File: src/include/dtvm_pkg.sv
`default_nettype none
package dtvm_pkg;
   // Mode-register addresses served here
   localparam logic [5:0] ADDR_CTRL  = 6'h0D;
   localparam logic [5:0] ADDR_DQREF = 6'h0E;
   localparam logic [5:0] ADDR_INV   = 6'h0F;

   // Control register field positions
   localparam int BIT_CBT  = 0;
   localparam int BIT_RPT  = 1;
   localparam int BIT_VRO  = 2;
   localparam int BIT_FAST = 3;
   localparam int BIT_RRO  = 4;
   localparam int BIT_DMD  = 5;
   localparam int BIT_ASP  = 6;
   localparam int BIT_OSP  = 7;

   // DQ reference register layout
   localparam int LEVEL_W   = 6;
   localparam int REF_W     = 7;
   localparam int BIT_RANGE = 6;
   localparam logic [LEVEL_W-1:0] LEVEL_MAX = 6'h32;

   // Reset values
   localparam logic [7:0]       CTRL_RST  = 8'h00;
   localparam logic [REF_W-1:0] DQREF_RST = 7'h5D;
   localparam logic [7:0]       INV_RST   = 8'h55;

   // Refresh-rate codes touched by the rate option
   localparam logic [2:0] RATE_SUBST = 3'h3;
   localparam logic [2:0] RATE_HIDE1 = 3'h1;
   localparam logic [2:0] RATE_HIDE2 = 3'h2;

   // Pin widths and set-point count
   localparam int CA_W   = 6;
   localparam int DQ_W   = 16;
   localparam int BYTE_W = 8;
   localparam int NUM_SP = 2;
endpackage
`default_nettype wire

File: src/hdl/dtvm_fsp_copy.sv
`default_nettype none
// One physical copy of a set-point register
module dtvm_fsp_copy #(
   parameter int         W   = 7,
   parameter logic [6:0] RST = 7'h00
) (
   // Clock and reset
   input  wire logic         clock_i,
   input  wire logic         rst_i,
   // Write port
   input  wire logic         wr_i,
   input  wire logic [W-1:0] wd_i,
   // Stored value
   output logic      [W-1:0] q_o
);
   typedef struct packed {
      logic [W-1:0] val;
   } dtvm_copy_t;

   dtvm_copy_t state_ff;
   dtvm_copy_t nxt_state;

   // Refuse widths that the reset value cannot cover
   if (W < 1 || W > 7) begin : g_bad_width
      $error("dtvm_fsp_copy: W out of range");
   end

   always_comb begin
      nxt_state = state_ff;
      if (wr_i) begin
         nxt_state.val = wd_i;
      end
   end

   always_ff @(posedge clock_i) begin
      if (rst_i) begin
         state_ff.val <= RST[W-1:0];
      end else begin
         state_ff <= nxt_state;
      end
   end

   assign q_o = state_ff.val;
endmodule
`default_nettype wire

File: src/hdl/dtvm_regs.sv
`default_nettype none
module dtvm_regs (
   // Clock and reset
   input  wire logic                        clock_i,
   input  wire logic                        rst_i,
   // Decoded command bus
   input  wire logic                        mrw_i,
   input  wire logic                        mrr_i,
   input  wire logic [5:0]                  ma_i,
   input  wire logic [7:0]                  op_i,
   input  wire logic                        cke_i,
   input  wire logic [dtvm_pkg::CA_W-1:0]   ca_i,
   // Device status inputs
   input  wire logic                        rro_capable_i,
   input  wire logic [2:0]                  temp_rate_i,
   input  wire logic [dtvm_pkg::REF_W-1:0]  ca_ref_sp0_i,
   input  wire logic [dtvm_pkg::REF_W-1:0]  ca_ref_sp1_i,
   // Write mask and calibration path
   input  wire logic [1:0]                  wr_mask_i,
   input  wire logic                        calib_rd_i,
   input  wire logic                        calib_bit_i,
   input  wire logic                        dbi_rd_en_i,
   // DQ bus
   output logic      [dtvm_pkg::DQ_W-1:0]   dq_o,
   output logic                             dq_oe_o,
   output logic                             mrr_valid_o,
   output logic                             lower_mask_inversion_pin_o,
   output logic                             rd_dbi_o,
   // Operating controls
   output logic                             command_bus_training_o,
   output logic                             cmd_ignore_o,
   output logic                             read_preamble_training_o,
   output logic                             reference_level_output_o,
   output logic                             fast_reference_current_o,
   output logic                             mask_disable_o,
   output logic                             access_set_point_select_o,
   output logic                             operating_set_point_select_o,
   output logic      [dtvm_pkg::LEVEL_W-1:0] dq_reference_level_o,
   output logic                             dq_reference_range_o,
   output logic      [2:0]                  refresh_rate_o,
   output logic      [1:0]                  wr_mask_o
);
   typedef struct packed {
      logic [7:0]                  ctrl;
      logic [7:0]                  inv;
      logic [dtvm_pkg::REF_W-1:0]  act_ref;
      logic [dtvm_pkg::DQ_W-1:0]   dq;
      logic                        dq_oe;
      logic                        mrr_valid;
      logic                        dmi;
      logic                        rd_dbi;
      logic                        ignore;
      logic [2:0]                  rate;
      logic [1:0]                  mask;
   } dtvm_state_t;

   dtvm_state_t state_ff;
   dtvm_state_t nxt_state;

   logic [dtvm_pkg::NUM_SP-1:0]                      copy_wr;
   logic [dtvm_pkg::NUM_SP-1:0][dtvm_pkg::REF_W-1:0] copy_q;
   logic                                             ign;
   logic                                             ref_wr;
   logic                                             asp;
   logic                                             osp;
   logic [dtvm_pkg::REF_W-1:0]                       ca_ref_act;

   assign asp = state_ff.ctrl[dtvm_pkg::BIT_ASP];
   assign osp = state_ff.ctrl[dtvm_pkg::BIT_OSP];
   // Training with CKE low swallows every command
   assign ign = state_ff.ctrl[dtvm_pkg::BIT_CBT] & ~cke_i;
   // Reserved level codes are refused whole
   assign ref_wr = mrw_i && !ign && (ma_i == dtvm_pkg::ADDR_DQREF)
                   && (op_i[dtvm_pkg::LEVEL_W-1:0] <= dtvm_pkg::LEVEL_MAX);
   assign ca_ref_act = osp ? ca_ref_sp1_i : ca_ref_sp0_i;

   // One copy per set point, the write lands in the access copy
   for (genvar g = 0; g < dtvm_pkg::NUM_SP; g++) begin : g_sp
      assign copy_wr[g] = ref_wr && (asp == 1'(g));
      dtvm_fsp_copy #(
         .W   (dtvm_pkg::REF_W),
         .RST (dtvm_pkg::DQREF_RST)
      ) u_copy (
         .clock_i (clock_i),
         .rst_i   (rst_i),
         .wr_i    (copy_wr[g]),
         .wd_i    (op_i[dtvm_pkg::REF_W-1:0]),
         .q_o     (copy_q[g])
      );
   end

   always_comb begin
      nxt_state = state_ff;
      nxt_state.ignore    = ign;
      nxt_state.mrr_valid = 1'b0;
      nxt_state.rd_dbi    = dbi_rd_en_i;
      if (mrw_i && !ign) begin
         if (ma_i == dtvm_pkg::ADDR_CTRL) begin
            nxt_state.ctrl = op_i;
         end else if (ma_i == dtvm_pkg::ADDR_INV) begin
            nxt_state.inv = op_i;
         end
      end
      // Operation follows the operating copy only
      nxt_state.act_ref = copy_q[osp];
      // Refresh-rate report
      nxt_state.rate = temp_rate_i;
      if (rro_capable_i && !state_ff.ctrl[dtvm_pkg::BIT_RRO]) begin
         if (temp_rate_i == dtvm_pkg::RATE_HIDE1 ||
             temp_rate_i == dtvm_pkg::RATE_HIDE2) begin
            nxt_state.rate = dtvm_pkg::RATE_SUBST;
         end
      end
      // Mask patterns dropped when masking is disabled
      nxt_state.mask = state_ff.ctrl[dtvm_pkg::BIT_DMD] ? 2'h0 : wr_mask_i;
      // DQ bus source, highest priority first
      nxt_state.dq    = '0;
      nxt_state.dq_oe = 1'b0;
      nxt_state.dmi   = 1'b0;
      if (ign) begin
         nxt_state.dq[dtvm_pkg::CA_W-1:0] = ca_i;
         nxt_state.dq_oe = 1'b1;
      end else if (mrr_i && (ma_i == dtvm_pkg::ADDR_CTRL ||
                             ma_i == dtvm_pkg::ADDR_DQREF ||
                             ma_i == dtvm_pkg::ADDR_INV)) begin
         nxt_state.mrr_valid = 1'b1;
         nxt_state.dq_oe     = 1'b1;
         if (ma_i == dtvm_pkg::ADDR_DQREF) begin
            nxt_state.dq[dtvm_pkg::REF_W-1:0] = copy_q[asp];
         end
      end else if (calib_rd_i) begin
         nxt_state.dq[dtvm_pkg::BYTE_W-1:0] =
            {dtvm_pkg::BYTE_W{calib_bit_i}} ^ state_ff.inv;
         nxt_state.dmi    = calib_bit_i;
         nxt_state.rd_dbi = 1'b0;
         nxt_state.dq_oe  = 1'b1;
      end else if (state_ff.ctrl[dtvm_pkg::BIT_VRO]) begin
         nxt_state.dq = {1'b0, ca_ref_act, 1'b0, copy_q[osp]};
         nxt_state.dq_oe = 1'b1;
      end
   end

   always_ff @(posedge clock_i) begin
      if (rst_i) begin
         state_ff.ctrl      <= dtvm_pkg::CTRL_RST;
         state_ff.inv       <= dtvm_pkg::INV_RST;
         state_ff.act_ref   <= dtvm_pkg::DQREF_RST;
         state_ff.dq        <= '0;
         state_ff.dq_oe     <= 1'b0;
         state_ff.mrr_valid <= 1'b0;
         state_ff.dmi       <= 1'b0;
         state_ff.rd_dbi    <= 1'b0;
         state_ff.ignore    <= 1'b0;
         state_ff.rate      <= 3'h0;
         state_ff.mask      <= 2'h0;
      end else begin
         state_ff <= nxt_state;
      end
   end

   assign dq_o                       = state_ff.dq;
   assign dq_oe_o                    = state_ff.dq_oe;
   assign mrr_valid_o                = state_ff.mrr_valid;
   assign lower_mask_inversion_pin_o = state_ff.dmi;
   assign rd_dbi_o                   = state_ff.rd_dbi;
   assign command_bus_training_o     = state_ff.ctrl[dtvm_pkg::BIT_CBT];
   assign cmd_ignore_o               = state_ff.ignore;
   assign read_preamble_training_o   = state_ff.ctrl[dtvm_pkg::BIT_RPT];
   assign reference_level_output_o   = state_ff.ctrl[dtvm_pkg::BIT_VRO];
   assign fast_reference_current_o   = state_ff.ctrl[dtvm_pkg::BIT_FAST];
   assign mask_disable_o             = state_ff.ctrl[dtvm_pkg::BIT_DMD];
   assign access_set_point_select_o  = asp;
   assign operating_set_point_select_o = osp;
   assign dq_reference_level_o =
      state_ff.act_ref[dtvm_pkg::LEVEL_W-1:0];
   assign dq_reference_range_o = state_ff.act_ref[dtvm_pkg::BIT_RANGE];
   assign refresh_rate_o       = state_ff.rate;
   assign wr_mask_o            = state_ff.mask;
endmodule
`default_nettype wire

File: config.mk
export PLATFORM = sky130hd
export DESIGN_NAME = dtvm_regs
export DESIGN_NICKNAME = d
export VERILOG_FILES = /design/src/include/dtvm_pkg.sv /design/src/hdl/dtvm_fsp_copy.sv /design/src/hdl/dtvm_regs.sv
export SDC_FILE = /design/constraint.sdc
export NUM_CORES = 1
export LEC_CHECK = 0
export ABC_CLOCK_PERIOD_IN_PS = 1900
export CAP_MARGIN = 20
export CORE_MARGIN = 4
export CORE_UTILIZATION = 40
export DETAILED_ROUTE_END_ITERATION = 10
export DONT_BUFFER_PORTS = 1
export GPL_TIMING_DRIVEN = 1
export PLACE_DENSITY = 0.62
export SYNTH_ARGS = -nofsm -noshare
export SYNTH_HDL_FRONTEND = slang
export SYNTH_SLANG_ARGS = --single-unit
File: constraint.sdc
create_clock -name clock_i -period 1.9 [get_ports clock_i]
set_input_delay 0.285 -clock clock_i [delete_from_list [all_inputs] [get_ports clock_i]]
set_output_delay 0.285 -clock clock_i [all_outputs]
set_load 0.01 [all_outputs]
==> results.txt <==
Dominant cell type by area after synthesis: dfxtp_1
Mapped Nets: 340
Setup crit end kind: flip-flop
Initial Utilization: 41.4%
Non-Filler Instances: 373
Root Driver: clkbuf_8
Final HPWL from detailed placement: 4.40 mm
Count leader, synth: dfxtp_1
Sequential share of the synthesized area: 44.1%
Vias: 1839
CP arrival: 1.83 ns
Initial antenna violation count: 0
Layout cells sized above 1: 14.1%
Clk sinks: 62
Top post-synthesis cells by area: dfxtp_1 (44%), mux2i_1 (13%), buf_4 (7.2%)
Die Y: 91.8 um
Critical Path Source Type: flip-flop
# rows: 30
Hold Crit Start: rst_i
RSZ-0062 raised after global routing: no
Synth Flop Type: dfxtp_1
Avg Cell Area, Syn: 9.63 um^2
WL per Instance: 16.4 um
Final Hold Viols: 0
Leak: 0.998 nW
Number of H-tree levels: 3
Endpoint of the lowest-slack register-to-register path: dq_o[1]$_SDFF_PP0_
IO Port Bufs: 0
First-pass DRT Iterations: 4
Synth unique cells: 35
GPL Wtd Cong: 0.751
CP Class: reg -> reg
Die Width: 91.8 um
Vias in the first global route: 1804
Critical path required time: 2.16 ns
Status: finished, final reports clean
Nets: 321
Power Density: 866 nW/um^2
Reg2reg setup slack: 0.33 ns
Synth Register Bits: 62
Reg2Reg Launch Point: reference_level_output_o$_SDFFE_PP0P_
Core footprint: 6790 um^2
CTS tree: done
Gr ovfl total: 0
Post-Syn Area: 2810 um^2
Setup TNS: 0 ns
Die area: 8430 um^2
Fmax: 0.637 GHz
Maxcap violations: 0
Final slew viol count: 0
Post-route ant nets: 0
Final WS setup: 0.331 ns
Bufs on Longest Clock Path: 2
Number of synthesized flops with an enable pin: 0
DRC: 0
Total Wirelength: 6.10 mm
DR iter-0 viols: 75
N_diodes: 0
Layout area overhead: 4.90%
R2R cell count: 3
Hold_ws: 0.0145 ns
Mapped Cells: 292
Clock Skew: 0.00978 ns
Min Clock Period, post-route: 1.57 ns
Fin crit share: 82.6%
Worst skew pair latency: 0.34 ns
Top cell type's share of synthesized area: 44.1%
First-pass GRT wire length: 9.62 mm
Largest net degree at the start of global routing: 62
Worst-path fanout max: 10
Placement Setup Slack: 0.339 ns
Most frequent cells after synthesis: dfxtp_1 (62), mux2i_1 (36), nor2_1 (34)
TritonCTS buffer count: 9
Final setup viols: 0
Placed cells: 356
Worst-path clk slew: 0.07 ns
I/O Pins: 88
Peak supply drop: 0.000356 V
Final core utilization: 43.4%
Hold Path Cell Cnt: 1
Synth warnings: 0
Gr usage total: 14.8%
Async SR Flop Fraction: 0%
Hold path endpoint: dq_oe_o$_SDFF_PP0_
Vias per cell: 4.93
Worst hold path type: in -> reg
## per-stage QoR
stage | power, mW | area, um^2
finish | 2.55 | 2950
floorplan | 1.47 | 2810
detailed placement | 1.45 | 2740
global placement | 1.45 | 2740
CTS | 2.58 | 2940
global route | 2.64 | 2950
## cell families (layout without fill, tap and decap cells)
family,after synthesis,in the layout,synth area share (%)
XOR/XNOR,8,8,2.49
flip-flops,62,62,44.1
other,1,1,0.133
AND/OR/NAND/NOR,98,98,19.8
buffers and inverters,44,29,9.61
multiplexers,42,42,15.2
AO/OA/AOI/OAI,37,37,8.55
## how the worst max path moves through the flow
stage	start	endpoint	slack, ns	cells after the start
finish	reference_level_output_o$_SDFFE_PP0P_	dq_o[1]$_SDFF_PP0_	0.33	3
global route	reference_level_output_o$_SDFFE_PP0P_	dq_o[5]$_SDFF_PP0_	0.20	3
CTS	reference_level_output_o$_SDFFE_PP0P_	dq_o[1]$_SDFF_PP0_	0.31	3
detailed placement	reference_level_output_o$_SDFFE_PP0P_	dq_o[1]$_SDFF_PP0_	0.34	3
global placement	reference_level_output_o$_SDFFE_PP0P_	dq_o[3]$_SDFF_PP0_	0.35	3
floorplan	ma_i[4]	g_sp[1].u_copy.q_o[0]$_SDFFE_PP1P_	0.35	4
## per-layer routing
metal | vias to the layer above | wire, um | GRT usage, %
li1 | 926 | - | -
met1 | 836 | 2560 | 17.4
met2 | 65 | 2780 | 22.4
met3 | 12 | 624 | 5.99
met4 | 0 | 137 | 8.91
met5 | - | 0 | 0
## timing repair
| item | 4_1_cts | 5_1_grt |
|---|---|---|
| resized for setup | 0 | 0 |
| buffers inserted | 0 | 0 |
| hold buffers | 1 | 1 |
| endpoints found under the hold margin | 1 | 1 |
## worst max-delay path, cell delays in order, from the launching register on
cell	delay, ns
dfxtp_1	0.43
nor2b_1	0.45
nand2_1	0.35
o211ai_1	0.26
## report_power, final
part           total (mW)  switching [mW]  internal (mW)
Clock                1.13           0.498          0.630
Combinational      0.0883          0.0433         0.0450
Sequential           1.34          0.0174           1.32
Total                2.55           0.559           1.99
## layout make-up
cell class	count	area, um^2
Clock inverter	4	47.5
Clock buffer	11	141
Multi-Input combinational cell	186	1300
Inverter	3	11.3
Fill cell	652	3840
Timing Repair Buffer	11	87.6
Tap cell	96	120
Sequential cell	62	1240
## cells in the final DEF, fill, tap and decap left out, drive strengths merged
master,n
a22o,3
bufinv,1
nand4,1
dfxtp,62
o211ai,8
and3,2
o21a,1
nor4,2
clkinvlp,1
nand3,5
and4bb,1
or3,1
mux2i,36
or2,3
clkbuf,11
nor3b,3
dlygate4sd3,2
o21ai,16
conb,1
nand2,10
mux2,6
a32oi,3
and2,2
a21oi,2
buf,9
xor2,8
clkinv,2
a311oi,1
inv,3
a211oi,2
nor2b,11
nor2,35
nor3,2
a31oi,1
nand2b,20
## registers in the layout (all words and copies together) (netlist names), 2 cells and up
name	flops
state_ff	9
dq_o	15
dq_reference_level_o	6
wr_mask_o	2
g_sp.u_copy.q_o	14
refresh_rate_o	3
No activity file was read; power rests on OpenSTA's default activity.
